[src/inc/mode_cfg_consts.svh]
/*
 mode configuration constants: word indices, bit positions, reset values
 and timing counts. assumes a 10 MHz clock and a 32-bit register bus.
*/
`ifndef MODE_CFG_CONSTS_SVH
`define MODE_CFG_CONSTS_SVH
// word indices; byte address is index times four
`define IDX_STATUS   6'h04
`define IDX_MODE_LO  6'h06
`define IDX_MODE_HI  6'h07
`define IDX_CMD      6'h08
// mode bit positions
`define B_START_OFF  0
`define B_STOP_OFF   1
`define B_DIST_RX    2
`define B_MIN_TSD    3
`define B_IRQ_POL    4
`define B_EARLY      5
`define B_SYNC       6
`define B_FREEZE     7
`define B_PROTO      8
`define B_GAP_TB     9
`define B_TICK_TB    10
`define B_WATCHDOG_TEST_SELECT    11
`define B_SPEC_PRM   12
`define B_FAIL_SAFE  13
`define MODE_W       14
`define MODE_RST     14'h0000
// command bits and response codes
`define CMD_LEAVE    0
`define CMD_EOI      1
`define CMD_GO_OFF   2
`define RESP_OKAY    2'h0
`define RESP_SLVERR  2'h2
// timing
`define CLK_NS       100
`define GAP_SHORT_NS 1000
`define GAP_LONG_NS  1000000
`define TICK_SHORT_NS 1000000
`define TICK_LONG_NS 10000000
`define GAP_SHORT_CYC ((`GAP_SHORT_NS + `CLK_NS - 1) / `CLK_NS)
`define GAP_LONG_CYC  ((`GAP_LONG_NS + `CLK_NS - 1) / `CLK_NS)
`define TICK_SHORT_CYC (`TICK_SHORT_NS / `CLK_NS)
`define TICK_LONG_CYC  (`TICK_LONG_NS / `CLK_NS)
`define CNT_W        17
`endif

[src/inc/mode_cfg_pkg.sv]
/*
 types of the mode configuration block.
 assumes mode_cfg_consts.svh is compiled alongside.
*/
`include "mode_cfg_consts.svh"
package mode_cfg_pkg;
    typedef enum logic {OFFLINE, PASSIVE} run_t;
    typedef enum logic [1:0] {RD_IDLE, RD_WAIT, RD_RESP} rd_t;
    typedef enum logic [2:0] {SEL_NONE, SEL_STATUS, SEL_MODE_LO,
                              SEL_MODE_HI, SEL_CMD} sel_t;
    typedef struct packed {
        run_t              run;
        logic [`MODE_W-1:0] mode;
        logic              go_off_pend;
        logic              aw_ok;
        logic [7:0]        aw_addr;
        logic              w_ok;
        logic [7:0]        w_data;
        logic              w_lane;
        logic              awready;
        logic              wready;
        logic              bvalid;
        logic [1:0]        bresp;
        logic              arready;
        rd_t               rd;
        sel_t              rsel;
        logic              rvalid;
        logic [7:0]        rdata;
        logic [1:0]        rresp;
        logic              irq_pend;
        logic              irq_pin;
        logic              timer_start;
        logic              eoi;
    } core_t;
    typedef struct packed {
        logic [`CNT_W-1:0] gap_cnt;
        logic              gap_busy;
        logic [`CNT_W-1:0] tick_cnt;
        logic              tick;
    } timer_t;
endpackage

[src/inc/tm_if.sv]
/*
 link between the register core and the interrupt/tick timer.
 assumes both ends sit on the same clock.
*/
`timescale 1ns/1ns
`default_nettype none
interface tm_if;
    logic gap_long;
    logic tick_long;
    logic running;
    logic eoi;
    logic gap_busy;
    logic tick;
    modport core (output gap_long, tick_long, running, eoi,
                  input gap_busy, tick);
    modport timer (input gap_long, tick_long, running, eoi,
                   output gap_busy, tick);
endinterface
`default_nettype wire

[src/hdl/irq_tick_timer.sv]
/*
 interrupt inactive gap after end of interrupt, and the cyclic user tick.
 assumes eoi is a one-cycle pulse from the core on the same clock.
*/
`timescale 1ns/1ns
`default_nettype none
`include "mode_cfg_consts.svh"
module irq_tick_timer #(
    parameter int unsigned GAP_LONG   = `GAP_LONG_CYC,
    parameter int unsigned TICK_SHORT = `TICK_SHORT_CYC,
    parameter int unsigned TICK_LONG  = `TICK_LONG_CYC
) (
    // clock and reset
    input  wire logic aclk,
    input  wire logic aresetn,
    // core side
    tm_if.timer       tm
);
    localparam logic [`CNT_W-1:0] GS = `CNT_W'(`GAP_SHORT_CYC - 1);
    localparam logic [`CNT_W-1:0] GL = `CNT_W'(GAP_LONG - 1);
    localparam logic [`CNT_W-1:0] TS = `CNT_W'(TICK_SHORT - 1);
    localparam logic [`CNT_W-1:0] TL = `CNT_W'(TICK_LONG - 1);
    mode_cfg_pkg::timer_t st;
    mode_cfg_pkg::timer_t n;
    logic [`CNT_W-1:0] gap_lim;
    logic [`CNT_W-1:0] tick_lim;

    assign gap_lim  = tm.gap_long ? GL : GS;
    assign tick_lim = tm.tick_long ? TL : TS;

    always_comb begin
        n = st;
        n.tick = 1'b0;
        // inactive time counted from the end of interrupt
        if (tm.eoi) begin
            n.gap_busy = 1'b1;
            n.gap_cnt = '0;
        end else if (st.gap_busy) begin
            n.gap_cnt = st.gap_cnt + 1'b1;
            if (st.gap_cnt == gap_lim) begin
                n.gap_busy = 1'b0;
            end
        end
        // tick runs only once the controller has left offline
        if (!tm.running) begin
            n.tick_cnt = '0;
        end else if (st.tick_cnt == tick_lim) begin
            n.tick_cnt = '0;
            n.tick = 1'b1;
        end else begin
            n.tick_cnt = st.tick_cnt + 1'b1;
        end
    end

    always_ff @(posedge aclk) begin
        if (!aresetn) begin
            st <= '0;
        end else begin
            st <= n;
        end
    end

    assign tm.gap_busy = st.gap_busy;
    assign tm.tick = st.tick;
endmodule
`default_nettype wire

[src/hdl/mode_cfg.sv]
/*
 static mode configuration of a fieldbus slave controller, with the
 offline/passive-idle run state, start command and interrupt pin shaping.
 assumes an AXI4-Lite master on aclk; controller-side inputs come from
 logic on the same clock.
*/
// Implementation choice: the AXI4-Lite slave port.
// How it works
// - bit 0 high turns start-bit check off; parameter telegram overwrites it
// - bit 1 high turns stop-bit check off; parameter telegram overwrites it
// - bit 3 picks minimum station delay: 0 pure slave, 1 combined
// - bit 4 sets interrupt pin polarity: 0 active low, 1 active high
// - bit 5 high gives the read answer one clock earlier
// - bit 6 declares synchronised output mode support
// - bit 7 declares frozen input mode support
// - bit 8 enables the slave protocol and its service points
// - bit 9 sets interrupt inactive gap: 1 us or 1 ms
// - bit 10 sets user tick period: 1 ms or 10 ms
// - bit 12 stores parameter data in the special parameter buffer
// - bit 13 accepts zero-length data telegrams in data exchange
// - start command leaves offline, starts timers, clears go-offline request
`timescale 1ns/1ns
`default_nettype none
`include "mode_cfg_consts.svh"
module mode_cfg #(
    parameter int unsigned GAP_LONG   = `GAP_LONG_CYC,
    parameter int unsigned TICK_SHORT = `TICK_SHORT_CYC,
    parameter int unsigned TICK_LONG  = `TICK_LONG_CYC
) (
    // clock and reset
    input  wire logic        aclk,
    input  wire logic        aresetn,
    // axi4-lite write
    input  wire logic [7:0]  awaddr,
    input  wire logic        awvalid,
    output logic             awready,
    input  wire logic [31:0] wdata,
    input  wire logic [3:0]  wstrb,
    input  wire logic        wvalid,
    output logic             wready,
    output logic [1:0]       bresp,
    output logic             bvalid,
    input  wire logic        bready,
    // axi4-lite read
    input  wire logic [7:0]  araddr,
    input  wire logic        arvalid,
    output logic             arready,
    output logic [31:0]      rdata,
    output logic [1:0]       rresp,
    output logic             rvalid,
    input  wire logic        rready,
    // controller events
    input  wire logic        link_busy,
    input  wire logic        prm_load,
    input  wire logic        prm_start_off,
    input  wire logic        prm_stop_off,
    input  wire logic        irq_event,
    // mode outputs
    output logic             start_bit_check_off,
    output logic             stop_bit_check_off,
    output logic             distribution_receive_enable,
    output logic             min_station_delay_select,
    output logic             early_ready,
    output logic             sync_supported,
    output logic             freeze_supported,
    output logic             slave_protocol_enable,
    output logic             irq_gap_timebase,
    output logic             tick_timebase,
    output logic             watchdog_test_select,
    output logic             spec_prm_buffer_mode,
    output logic             fail_safe_clear_mode,
    // run state and interrupt
    output logic             passive_idle,
    output logic             timer_start,
    output logic             irq_out,
    output logic             user_tick
);
    mode_cfg_pkg::core_t st;
    mode_cfg_pkg::core_t n;
    mode_cfg_pkg::sel_t  wsel;
    mode_cfg_pkg::sel_t  rsel_now;
    logic [7:0]          rval;
    logic                wr_go;
    logic                cmd_hit;
    logic                cmd_leave;
    logic                cmd_eoi;
    logic                cmd_goff;
    logic                ar_take;
    tm_if                tm ();

    function automatic mode_cfg_pkg::sel_t reg_sel(input logic [7:0] a);
        case (a)
            {`IDX_STATUS, 2'h0}:  reg_sel = mode_cfg_pkg::SEL_STATUS;
            {`IDX_MODE_LO, 2'h0}: reg_sel = mode_cfg_pkg::SEL_MODE_LO;
            {`IDX_MODE_HI, 2'h0}: reg_sel = mode_cfg_pkg::SEL_MODE_HI;
            {`IDX_CMD, 2'h0}:     reg_sel = mode_cfg_pkg::SEL_CMD;
            default:              reg_sel = mode_cfg_pkg::SEL_NONE;
        endcase
    endfunction

    irq_tick_timer #(
        .GAP_LONG   (GAP_LONG),
        .TICK_SHORT (TICK_SHORT),
        .TICK_LONG  (TICK_LONG)
    ) u_timer (
        .aclk    (aclk),
        .aresetn (aresetn),
        .tm      (tm.timer)
    );

    assign tm.gap_long  = st.mode[`B_GAP_TB];
    assign tm.tick_long = st.mode[`B_TICK_TB];
    assign tm.running   = (st.run == mode_cfg_pkg::PASSIVE);
    assign tm.eoi       = st.eoi;

    // write side decode
    assign wr_go     = st.aw_ok && st.w_ok && !st.bvalid;
    assign wsel      = reg_sel(st.aw_addr);
    assign cmd_hit   = wr_go && st.w_lane && (wsel == mode_cfg_pkg::SEL_CMD);
    assign cmd_leave = cmd_hit && st.w_data[`CMD_LEAVE];
    assign cmd_eoi   = cmd_hit && st.w_data[`CMD_EOI];
    assign cmd_goff  = cmd_hit && st.w_data[`CMD_GO_OFF];
    assign ar_take   = arvalid && st.arready;

    // read mux: address at take time, else the latched selection
    assign rsel_now = (st.rd == mode_cfg_pkg::RD_IDLE) ? reg_sel(araddr) : st.rsel;

    always_comb begin
        case (rsel_now)
            mode_cfg_pkg::SEL_STATUS:
                rval = {5'h00, tm.gap_busy, st.irq_pend, tm.running};
            mode_cfg_pkg::SEL_MODE_LO:
                rval = st.mode[7:0];
            mode_cfg_pkg::SEL_MODE_HI:
                rval = {2'h0, st.mode[`MODE_W-1:8]};
            default:
                rval = 8'h00;
        endcase
    end

    always_comb begin
        n = st;
        n.timer_start = 1'b0;
        n.eoi = 1'b0;

        // address and data are taken independently, in either order
        if (awvalid && st.awready) begin
            n.aw_ok = 1'b1;
            n.aw_addr = awaddr;
        end
        if (wvalid && st.wready) begin
            n.w_ok = 1'b1;
            n.w_data = wdata[7:0];
            n.w_lane = wstrb[0];
        end
        if (st.bvalid && bready) begin
            n.bvalid = 1'b0;
        end

        if (wr_go) begin
            n.aw_ok = 1'b0;
            n.w_ok = 1'b0;
            n.bvalid = 1'b1;
            n.bresp = `RESP_OKAY;
            case (wsel)
                mode_cfg_pkg::SEL_MODE_LO: begin
                    // refused while running so a live link never sees a host write move it
                    if (st.run != mode_cfg_pkg::OFFLINE) begin
                        n.bresp = `RESP_SLVERR;
                    end else if (st.w_lane) begin
                        n.mode[7:0] = st.w_data;
                    end
                end
                mode_cfg_pkg::SEL_MODE_HI: begin
                    if (st.run != mode_cfg_pkg::OFFLINE) begin
                        n.bresp = `RESP_SLVERR;
                    end else if (st.w_lane) begin
                        n.mode[`MODE_W-1:8] = st.w_data[5:0];
                    end
                end
                mode_cfg_pkg::SEL_STATUS,
                mode_cfg_pkg::SEL_CMD: begin
                    n.bresp = `RESP_OKAY;
                end
                default: begin
                    n.bresp = `RESP_SLVERR;
                end
            endcase
        end

        // telegram overwrite comes last so it wins over a host write
        if (prm_load && st.mode[`B_PROTO]) begin
            n.mode[`B_START_OFF] = prm_start_off;
            n.mode[`B_STOP_OFF] = prm_stop_off;
        end

        // go offline once the current request has ended
        if (st.go_off_pend && !link_busy) begin
            n.run = mode_cfg_pkg::OFFLINE;
            n.go_off_pend = 1'b0;
        end
        if (cmd_goff && st.run == mode_cfg_pkg::PASSIVE) begin
            n.go_off_pend = 1'b1;
        end
        if (cmd_leave && st.run == mode_cfg_pkg::OFFLINE) begin
            n.run = mode_cfg_pkg::PASSIVE;
            n.timer_start = 1'b1;
            n.go_off_pend = 1'b0;
        end

        // end of interrupt clears, a new event in the same cycle wins
        if (cmd_eoi) begin
            n.irq_pend = 1'b0;
            n.eoi = 1'b1;
        end
        if (irq_event) begin
            n.irq_pend = 1'b1;
        end
        if (st.irq_pend && !tm.gap_busy) begin
            n.irq_pin = st.mode[`B_IRQ_POL];
        end else begin
            n.irq_pin = !st.mode[`B_IRQ_POL];
        end

        // read channel; early mode answers one cycle sooner
        case (st.rd)
            mode_cfg_pkg::RD_IDLE: begin
                if (ar_take) begin
                    n.rsel = rsel_now;
                    if (st.mode[`B_EARLY]) begin
                        n.rd = mode_cfg_pkg::RD_RESP;
                        n.rvalid = 1'b1;
                        n.rdata = rval;
                        n.rresp = (rsel_now == mode_cfg_pkg::SEL_NONE) ?
                                  `RESP_SLVERR : `RESP_OKAY;
                    end else begin
                        n.rd = mode_cfg_pkg::RD_WAIT;
                    end
                end
            end
            mode_cfg_pkg::RD_WAIT: begin
                n.rd = mode_cfg_pkg::RD_RESP;
                n.rvalid = 1'b1;
                n.rdata = rval;
                n.rresp = (rsel_now == mode_cfg_pkg::SEL_NONE) ?
                          `RESP_SLVERR : `RESP_OKAY;
            end
            mode_cfg_pkg::RD_RESP: begin
                if (rready) begin
                    n.rd = mode_cfg_pkg::RD_IDLE;
                    n.rvalid = 1'b0;
                end
            end
            default: begin
                n.rd = mode_cfg_pkg::RD_IDLE;
                n.rvalid = 1'b0;
            end
        endcase

        // one write and one read in flight at a time
        n.awready = !n.aw_ok && !n.bvalid && !wr_go;
        n.wready = !n.w_ok && !n.bvalid && !wr_go;
        n.arready = (n.rd == mode_cfg_pkg::RD_IDLE) && !ar_take;
    end

    always_ff @(posedge aclk) begin
        if (!aresetn) begin
            st <= '0;
            st.mode <= `MODE_RST;
            // inactive level for the reset polarity (active low)
            st.irq_pin <= 1'b1;
        end else begin
            st <= n;
        end
    end

    assign awready = st.awready;
    assign wready  = st.wready;
    assign bvalid  = st.bvalid;
    assign bresp   = st.bresp;
    assign arready = st.arready;
    assign rvalid  = st.rvalid;
    assign rresp   = st.rresp;
    assign rdata   = {24'h000000, st.rdata};

    assign start_bit_check_off         = st.mode[`B_START_OFF];
    assign stop_bit_check_off          = st.mode[`B_STOP_OFF];
    assign distribution_receive_enable = st.mode[`B_DIST_RX];
    assign min_station_delay_select    = st.mode[`B_MIN_TSD];
    assign early_ready                 = st.mode[`B_EARLY];
    assign sync_supported              = st.mode[`B_SYNC];
    assign freeze_supported            = st.mode[`B_FREEZE];
    assign slave_protocol_enable       = st.mode[`B_PROTO];
    assign irq_gap_timebase            = st.mode[`B_GAP_TB];
    assign tick_timebase               = st.mode[`B_TICK_TB];
    assign watchdog_test_select        = st.mode[`B_WATCHDOG_TEST_SELECT];
    assign spec_prm_buffer_mode        = st.mode[`B_SPEC_PRM];
    assign fail_safe_clear_mode        = st.mode[`B_FAIL_SAFE];
    assign passive_idle                = tm.running;
    assign timer_start                 = st.timer_start;
    assign irq_out                     = st.irq_pin;
    assign user_tick                   = tm.tick;
endmodule
`default_nettype wire

[config.mk]
export PLATFORM = sky130hd
export DESIGN_NAME = mode_cfg
export DESIGN_NICKNAME = d
export VERILOG_FILES = /design/src/inc/mode_cfg_pkg.sv /design/src/inc/tm_if.sv /design/src/hdl/irq_tick_timer.sv /design/src/hdl/mode_cfg.sv
export VERILOG_INCLUDE_DIRS = /design/src /design/src/inc
export SDC_FILE = /design/constraint.sdc
export NUM_CORES = 1
export LEC_CHECK = 0
export ABC_AREA = 1
export BUFFER_PORTS_ARGS = -buffer_cell sky130_fd_sc_hd__buf_4
export CORE_MARGIN = 2
export CORE_UTILIZATION = 50
export CTS_BUF_LIST = sky130_fd_sc_hd__clkbuf_2
export DETAILED_ROUTE_END_ITERATION = 12
export PLACE_DENSITY = 0.81
export SETUP_SLACK_MARGIN = 0.15
export SYNTH_ARGS = -nofsm -noshare
export SYNTH_HDL_FRONTEND = slang
export SYNTH_SLANG_ARGS = --single-unit
export TNS_END_PERCENT = 30
[constraint.sdc]
create_clock -name aclk -period 1.9 [get_ports aclk]
set_clock_uncertainty 0.2 [all_clocks]
set_input_delay 0.19 -clock aclk [delete_from_list [all_inputs] [get_ports aclk]]
set_output_delay 0.19 -clock aclk [all_outputs]
set_load 0.05 [all_outputs]
==> flow_metrics.env, run 1 <==
export IMPL_firstDrtPassIters=6
export IMPL_slowest_stage="dfxtp_1"
export IMPL_crit_fanout=8
export IMPL_synth_top_cell_by_area="dfxtp_1"
export IMPL_post_dp_hpwl_microns=7510
export IMPL_ys_seq_area_share_pct=42.6
export IMPL_wl_per_cell_microns=15.2
export IMPL_setup_ws_ns=0.0133
export IMPL_fin_setup_tns_ns=0
export IMPL_drc_errors=0
export IMPL_drtIter0Drc=310
export IMPL_synth_compound_area_share_pct=12.9
export IMPL_cts_root_buf="clkbuf_2"
export IMPL_grt_pass1_wl_microns=19300
export IMPL_area_delta_synth_final_pct=35.1
export IMPL_leakagePower_uw=0.00250
export IMPL_place_area_sq_um=4970
export IMPL_fin_nets=806
export IMPL_cts_tree="built"
export IMPL_yosys_most_used_dff="dfxtp_1"
export IMPL_critPathKind="register to register"
export IMPL_cp_startpoint="st[43]$_SDFFE_PN0P_"
export IMPL_synthMuxAreaShare_pct=0
export IMPL_grt_usage_pct=24.4
export IMPL_detail_route_antenna_nets=0
export IMPL_htreeDepth=3
export IMPL_synth_top_family_by_area="simple AND/OR/NAND/NOR gates"
export IMPL_fin_crit_ns=1.89
export IMPL_avgSynthCellArea_sq_um=7.41
export IMPL_row_count=34
export IMPL_final_hold_viol_count=0
export IMPL_synth_distinct_cells=41
export IMPL_final_util_pct=69.4
export IMPL_dieWidth_microns=98.4
export IMPL_cp_required_ns=2.17
export IMPL_stdcell_area_sq_um=6020
export IMPL_initial_core_util_pct=51.4
export IMPL_synth_top_cells_by_count="nand2_1, dfxtp_1, nor2_1, inv_1, a21oi_1"
export IMPL_place_ws_ns=0.0856
export IMPL_via_per_inst=5.51
export IMPL_hold_class="input pin to register"
export IMPL_yosysWarnings=0
export IMPL_regMostFlops="u_timer.st"
export IMPL_core_sq_um=8680
export IMPL_setup_viol=0
export IMPL_finalCritPeriodShare_pct=99.3
export IMPL_rsz0062_at_grt="true"
export IMPL_clk_pin_slew_ns=0.26
export IMPL_fp_dieH_microns=98.4
export IMPL_grt_overflow=0
export IMPL_diodes=0
export IMPL_dieArea_sq_um=9690
export IMPL_antenna_found_initial=0
export IMPL_synth_xor_area_share_pct=1.57
export IMPL_synth_edff_count=0
export IMPL_synth_async_reset_ratio_pct=0
export IMPL_status="finished, final reports clean"
export IMPL_crit_arrival_ns=2.16
export IMPL_portBuffers=68
export IMPL_reg2reg_from="st[43]$_SDFFE_PN0P_"
export IMPL_vias=4703
export IMPL_cts_path_max_buffers=2
export IMPL_largest_register_ff_count=34
export IMPL_synth_area_leaders="dfxtp_1, nand2_1, nor2_1, buf_4, a21oi_1"
export IMPL_powerDensity_nw_per_um2=670
export IMPL_hp_start="irq_event"
export IMPL_clkSinkCount=95
export IMPL_worstSkewPairLatency_ns=0.57
export IMPL_grt_max_degree=32
export IMPL_path_cells="inv_1, nand4_1, buf_4, a21oi_4, nand3_2, nor2_1, a211oi_1"
export IMPL_vdd_drop_max_v=0.000502
export IMPL_ios=122
export IMPL_drv_cap=0
export IMPL_cp_end_kind="register"
export IMPL_fmax_ghz=0.530
export IMPL_wl_microns=13000
export IMPL_synth_top_area_share_pct=42.6
export IMPL_synth_area_sq_um=4460
export IMPL_grt_pass1_vias=4281
export IMPL_synth_most_common_cell="nand2_1"
export IMPL_slew_viol_final=0
export IMPL_crit_path_start_kind="register"
export IMPL_synth_cells=602
export IMPL_cts_buffers=9
export IMPL_slowest_delay_ns=0.36
export IMPL_drive_gt1_share_pct=27.2
export IMPL_yosys_register_bits=95
export IMPL_synthAdderAreaFrac_pct=0.561
export IMPL_gp_congestion=0.879
export IMPL_yosys_area_share_simple_pct=29.9
layer usage:
| metal | wire length, microns | part of all wire [%] | track usage, % |
|---|---|---|---|
| met4 | 571 | 4.4 | 12.0 |
| met2 | 6600 | 51 | 42.6 |
| met5 | 0 | 0 | 0 |
| met3 | 915 | 7.0 | 3.76 |
| met1 | 4910 | 38 | 29.2 |
worst max-delay path, delay by kind of cell (launching register included):
| kind | cells | cell delay (ns) |
|---|---|---|
| AND/OR/NAND/NOR | 3 | 0.63 |
| flip-flops | 1 | 0.36 |
| buffers and inverters | 2 | 0.33 |
| AO/OA/AOI/OAI | 2 | 0.26 |
kinds of logic after synthesis:
| group | Yosys count |
|---|---|
| AND/OR/NAND/NOR | 283 |
| buffers and inverters | 109 |
| AO/OA/AOI/OAI | 104 |
| flip-flops | 95 |
| XOR/XNOR | 8 |
| adder cells (fa/ha/maj) | 2 |
| other | 1 |
layout make-up:
cell class,count,area (sq um)
Sequential cell,95,1940
Clock inverter,6,133
Fill cell,628,2650
Multi-Input combinational cell,423,2290
Tap cell,108,135
Inverter,62,238
Clock buffer,10,50.0
Timing Repair Buffer,149,1240
where the power goes:
| part | total, uW | internal (uW) | switching [uW] |
|---|---|---|---|
| clock | 1400 | 700 | 696 |
| combinational | 561 | 199 | 362 |
| sequential | 2080 | 2040 | 39.4 |
through the flow:
step | hold WS [ns] | total power, uW | instances
3_3_place_gp | 0.217 | 2540 | 768
6_report | 0.178 | 4040 | 853
5_1_grt | 0.165 | 4170 | 853
3_5_place_dp | 0.229 | 2550 | 768
4_1_cts | 0.169 | 3990 | 834
2_1_floorplan | 0.107 | 2470 | 627
cells in the final DEF (no fill, tap or decap), types with 2 or more instances in the layout:
| cell type | Yosys | final |
|---|---|---|
| dfxtp_4 | 0 | 5 |
| nor4_1 | 10 | 9 |
| o21ai_1 | 3 | 7 |
| inv_1 | 58 | 55 |
| a31oi_1 | 5 | 5 |
| nand3_1 | 28 | 26 |
| conb_1 | 1 | 26 |
| nand4_1 | 13 | 13 |
| a21oi_4 | 1 | 2 |
| nand2_4 | 2 | 4 |
| xor2_1 | 5 | 5 |
| nor2_4 | 7 | 15 |
| dfxtp_1 | 95 | 77 |
| xnor2_1 | 3 | 3 |
| nand2_1 | 98 | 86 |
| o21ai_0 | 32 | 27 |
| a21oi_1 | 50 | 48 |
| nor3_2 | 2 | 3 |
| nor3_1 | 25 | 22 |
| nor2_1 | 78 | 75 |
| a21oi_2 | 2 | 3 |
| o31ai_1 | 2 | 2 |
| nor3_4 | 0 | 2 |
| nand2_2 | 7 | 17 |
| nor3b_1 | 2 | 2 |
| nand3_2 | 2 | 3 |
| inv_2 | 3 | 4 |
| ha_4 | 0 | 2 |
| bufinv_16 | 0 | 4 |
| dlygate4sd3_1 | 0 | 44 |
| o21a_1 | 2 | 2 |
| inv_4 | 0 | 2 |
| a211oi_1 | 3 | 3 |
| buf_4 | 36 | 102 |
| nor2_2 | 7 | 2 |
| clkbuf_2 | 0 | 10 |
| dfxtp_2 | 0 | 13 |
final timing paths:
check	depth (start not counted)	slack, ns	endpoint
worst max-delay path	7	0.01	irq_gap_timebase$_SDFFE_PN0P_
worst min-delay path	4	0.18	st[3]$_SDFFE_PN0P_
worst max register to register	7	0.01	irq_gap_timebase$_SDFFE_PN0P_
worst min register to register	2	0.27	u_timer.tm.gap_busy$_SDFF_PN0_
repair_timing:
item,CTS,global route
gates resized for setup,14,62
gates cloned,0,0
pin swaps,4,24
buffers inserted,6,19
hold endpoints to repair,69,0
hold buffers,44,0
setup endpoints to repair,29,58
Note: power is estimated with default switching activity, not from simulation.
==> run 2: changes to the inputs <==
--- a/config.mk
+++ b/config.mk
@@ -9,10 +9,10 @@
 export ABC_AREA = 1
 export BUFFER_PORTS_ARGS = -buffer_cell sky130_fd_sc_hd__buf_4
 export CORE_MARGIN = 2
-export CORE_UTILIZATION = 50
+export CORE_UTILIZATION = 25
 export CTS_BUF_LIST = sky130_fd_sc_hd__clkbuf_2
 export DETAILED_ROUTE_END_ITERATION = 12
-export PLACE_DENSITY = 0.81
+export PLACE_DENSITY = 0.48
 export SETUP_SLACK_MARGIN = 0.15
 export SYNTH_ARGS = -nofsm -noshare
 export SYNTH_HDL_FRONTEND = slang
==> run 2 against run 1 <==
Against the previous run:
- fmax up 5.6%
- combinational power shrank 3%
- clock power decreased by 21%
- final cell count up 14%
- critical path depth grew 1
- global-route usage fell by 12 points
- die area is 95% higher
- via count shrank 11%
- largest cell class unchanged
- flip-flop and latch count unchanged
- wire length decreased by 9.5%
- register-to-register slack improved by 0.099 ns
==> flow_metrics.env, run 2 (same netlist as run 1, synthesis figures left out) <==
export IMPL_grt_pass1_vias=3889
export IMPL_layout_common_cells="buf_4, nand2_1, dfxtp_1"
export IMPL_cp_required_ns=2.23
export IMPL_fmax_ghz=0.559
export IMPL_drive_gt1_share_pct=27.2
export IMPL_finalCritPeriodShare_pct=94.1
export IMPL_cts_path_max_buffers=2
export IMPL_cp_end_kind="register"
export IMPL_wl_microns=11800
export IMPL_firstDrtPassIters=4
export IMPL_powerDensity_nw_per_um2=611
export IMPL_crit_path_start_kind="register"
export IMPL_via_per_inst=4.29
export IMPL_fin_setup_tns_ns=0
export IMPL_clk_pin_slew_ns=0.26
export IMPL_hold_class="input pin to register"
export IMPL_grt_max_degree=32
export IMPL_vias=4171
export IMPL_slew_viol_final=0
export IMPL_fillers=1859
export IMPL_largest_register_ff_count=34
export IMPL_antenna_found_initial=1
export IMPL_drv_cap=0
export IMPL_wl_per_cell_microns=12.1
export IMPL_ios=122
export IMPL_setup_viol=0
export IMPL_final_common_cell="buf_4"
export IMPL_drtIter0Drc=119
export IMPL_portBuffers=68
export IMPL_vdd_drop_max_v=0.000338
export IMPL_detail_route_antenna_nets=0
export IMPL_post_dp_hpwl_microns=8280
export IMPL_dieArea_sq_um=18900
export IMPL_final_hold_viol_count=0
export IMPL_regMostFlops="u_timer.st"
export IMPL_dieWidth_microns=138
export IMPL_leakagePower_uw=0.00247
export IMPL_grt_pass1_wl_microns=18600
export IMPL_htreeDepth=3
export IMPL_grt_usage_pct=12.7
export IMPL_grt_overflow=0
export IMPL_cts_tree="built"
export IMPL_fin_crit_ns=1.79
export IMPL_cts_buffers=9
export IMPL_row_count=48
export IMPL_area_delta_synth_final_pct=37.1
export IMPL_worstSkewPairLatency_ns=0.58
export IMPL_place_ws_ns=0.124
export IMPL_core_sq_um=17400
export IMPL_rsz0062_at_grt="true"
export IMPL_fin_nets=808
export IMPL_cts_root_buf="clkbuf_2"
export IMPL_drc_errors=0
export IMPL_crit_arrival_ns=2.12
export IMPL_crit_fanout=6
export IMPL_gp_congestion=0.775
export IMPL_setup_ws_ns=0.113
export IMPL_status="finished, final reports clean"
export IMPL_clkSinkCount=95
export IMPL_critPathKind="register to register"
export IMPL_initial_core_util_pct=25.7
export IMPL_fp_dieH_microns=138
-- run 2: changes by cell type in the layout (fill, tap and decap cells not counted), sizes merged --
cell      delta
diode        +1
clkinv       +1
bufinv       -2
buf          +1
nor2         +1
clkinvlp     +1
-- run 2: worst paths after layout --
| check | from | endpoint | slack [ns] | cells after the start |
|---|---|---|---|---|
| worst max-delay path | st[42]$_SDFFE_PN0P_ | early_ready$_SDFFE_PN0P_ | 0.11 | 8 |
| worst min register to register | tm.eoi$_SDFF_PN0_ | u_timer.tm.gap_busy$_SDFF_PN0_ | 0.26 | 2 |
| worst min-delay path | irq_event | st[3]$_SDFFE_PN0P_ | 0.16 | 4 |
| worst max register to register | st[42]$_SDFFE_PN0P_ | early_ready$_SDFFE_PN0P_ | 0.11 | 8 |
-- run 2: metal layers --
metal | wire length [microns] | vias to the layer above | global-route usage (%)
li1 | - | 2210 | -
met1 | 5580 | 1873 | 16.2
met2 | 5390 | 75 | 20.4
met3 | 578 | 13 | 4.27
met4 | 215 | 0 | 3.32
met5 | 0 | - | 0
-- run 2: per-stage QoR --
| stage | area, sq um | power [uW] | hold WS [ns] | util (%) | instances |
|---|---|---|---|---|---|
| 2_1_floorplan | 4550 | 2470 | 0.107 | - | 627 |
| 3_3_place_gp | 5150 | 2560 | 0.234 | 29.7 | 890 |
| 3_5_place_dp | 5150 | 2570 | 0.235 | 29.7 | 890 |
| 4_1_cts | 5780 | 3790 | 0.0912 | 33.3 | 954 |
| 5_1_grt | 6110 | 3960 | 0.110 | 35.2 | 973 |
| 6_report | 6110 | 3740 | 0.159 | 35.2 | 973 |
-- run 2: worst max-delay path, cell delays in order (launching register included) --
cell and delay (ns):
dfxtp_2 0.38, inv_2 0.06, nand4_1 0.19, nor2_2 0.25, nand2_4 0.10, nor2_4 0.24, buf_4 0.16, o21ai_1 0.05
a21oi_1 0.12
-- run 2: power breakdown --
| group | switching (uW) | internal, uW | total [uW] |
|---|---|---|---|
| clock | 680 | 434 | 1110 |
| sequential | 34.2 | 2040 | 2080 |
| combinational | 344 | 202 | 546 |
| total | 1060 | 2680 | 3740 |
-- run 2: area by class of cell --
type,count,area [sq um],area share (%)
repair buffers,150,1260,20.6
flip-flops and latches,95,1940,31.7
diodes,1,2.50,0.0409
multi-input cells,424,2260,37.0
well taps,225,282,4.60
clock inverters,6,85.1,1.39
clock buffers,10,50.0,0.819
inverters,62,233,3.81
-- run 2: timing repair --
action / CTS / global route
hold buffers: 44 / 0
endpoints found under the hold margin: 78 / 0
buffers inserted: 4 / 17
gates resized for setup: 5 / 68
endpoints found under the setup margin: 18 / 71
pin swaps: 3 / 20
cloned: 0 / 1
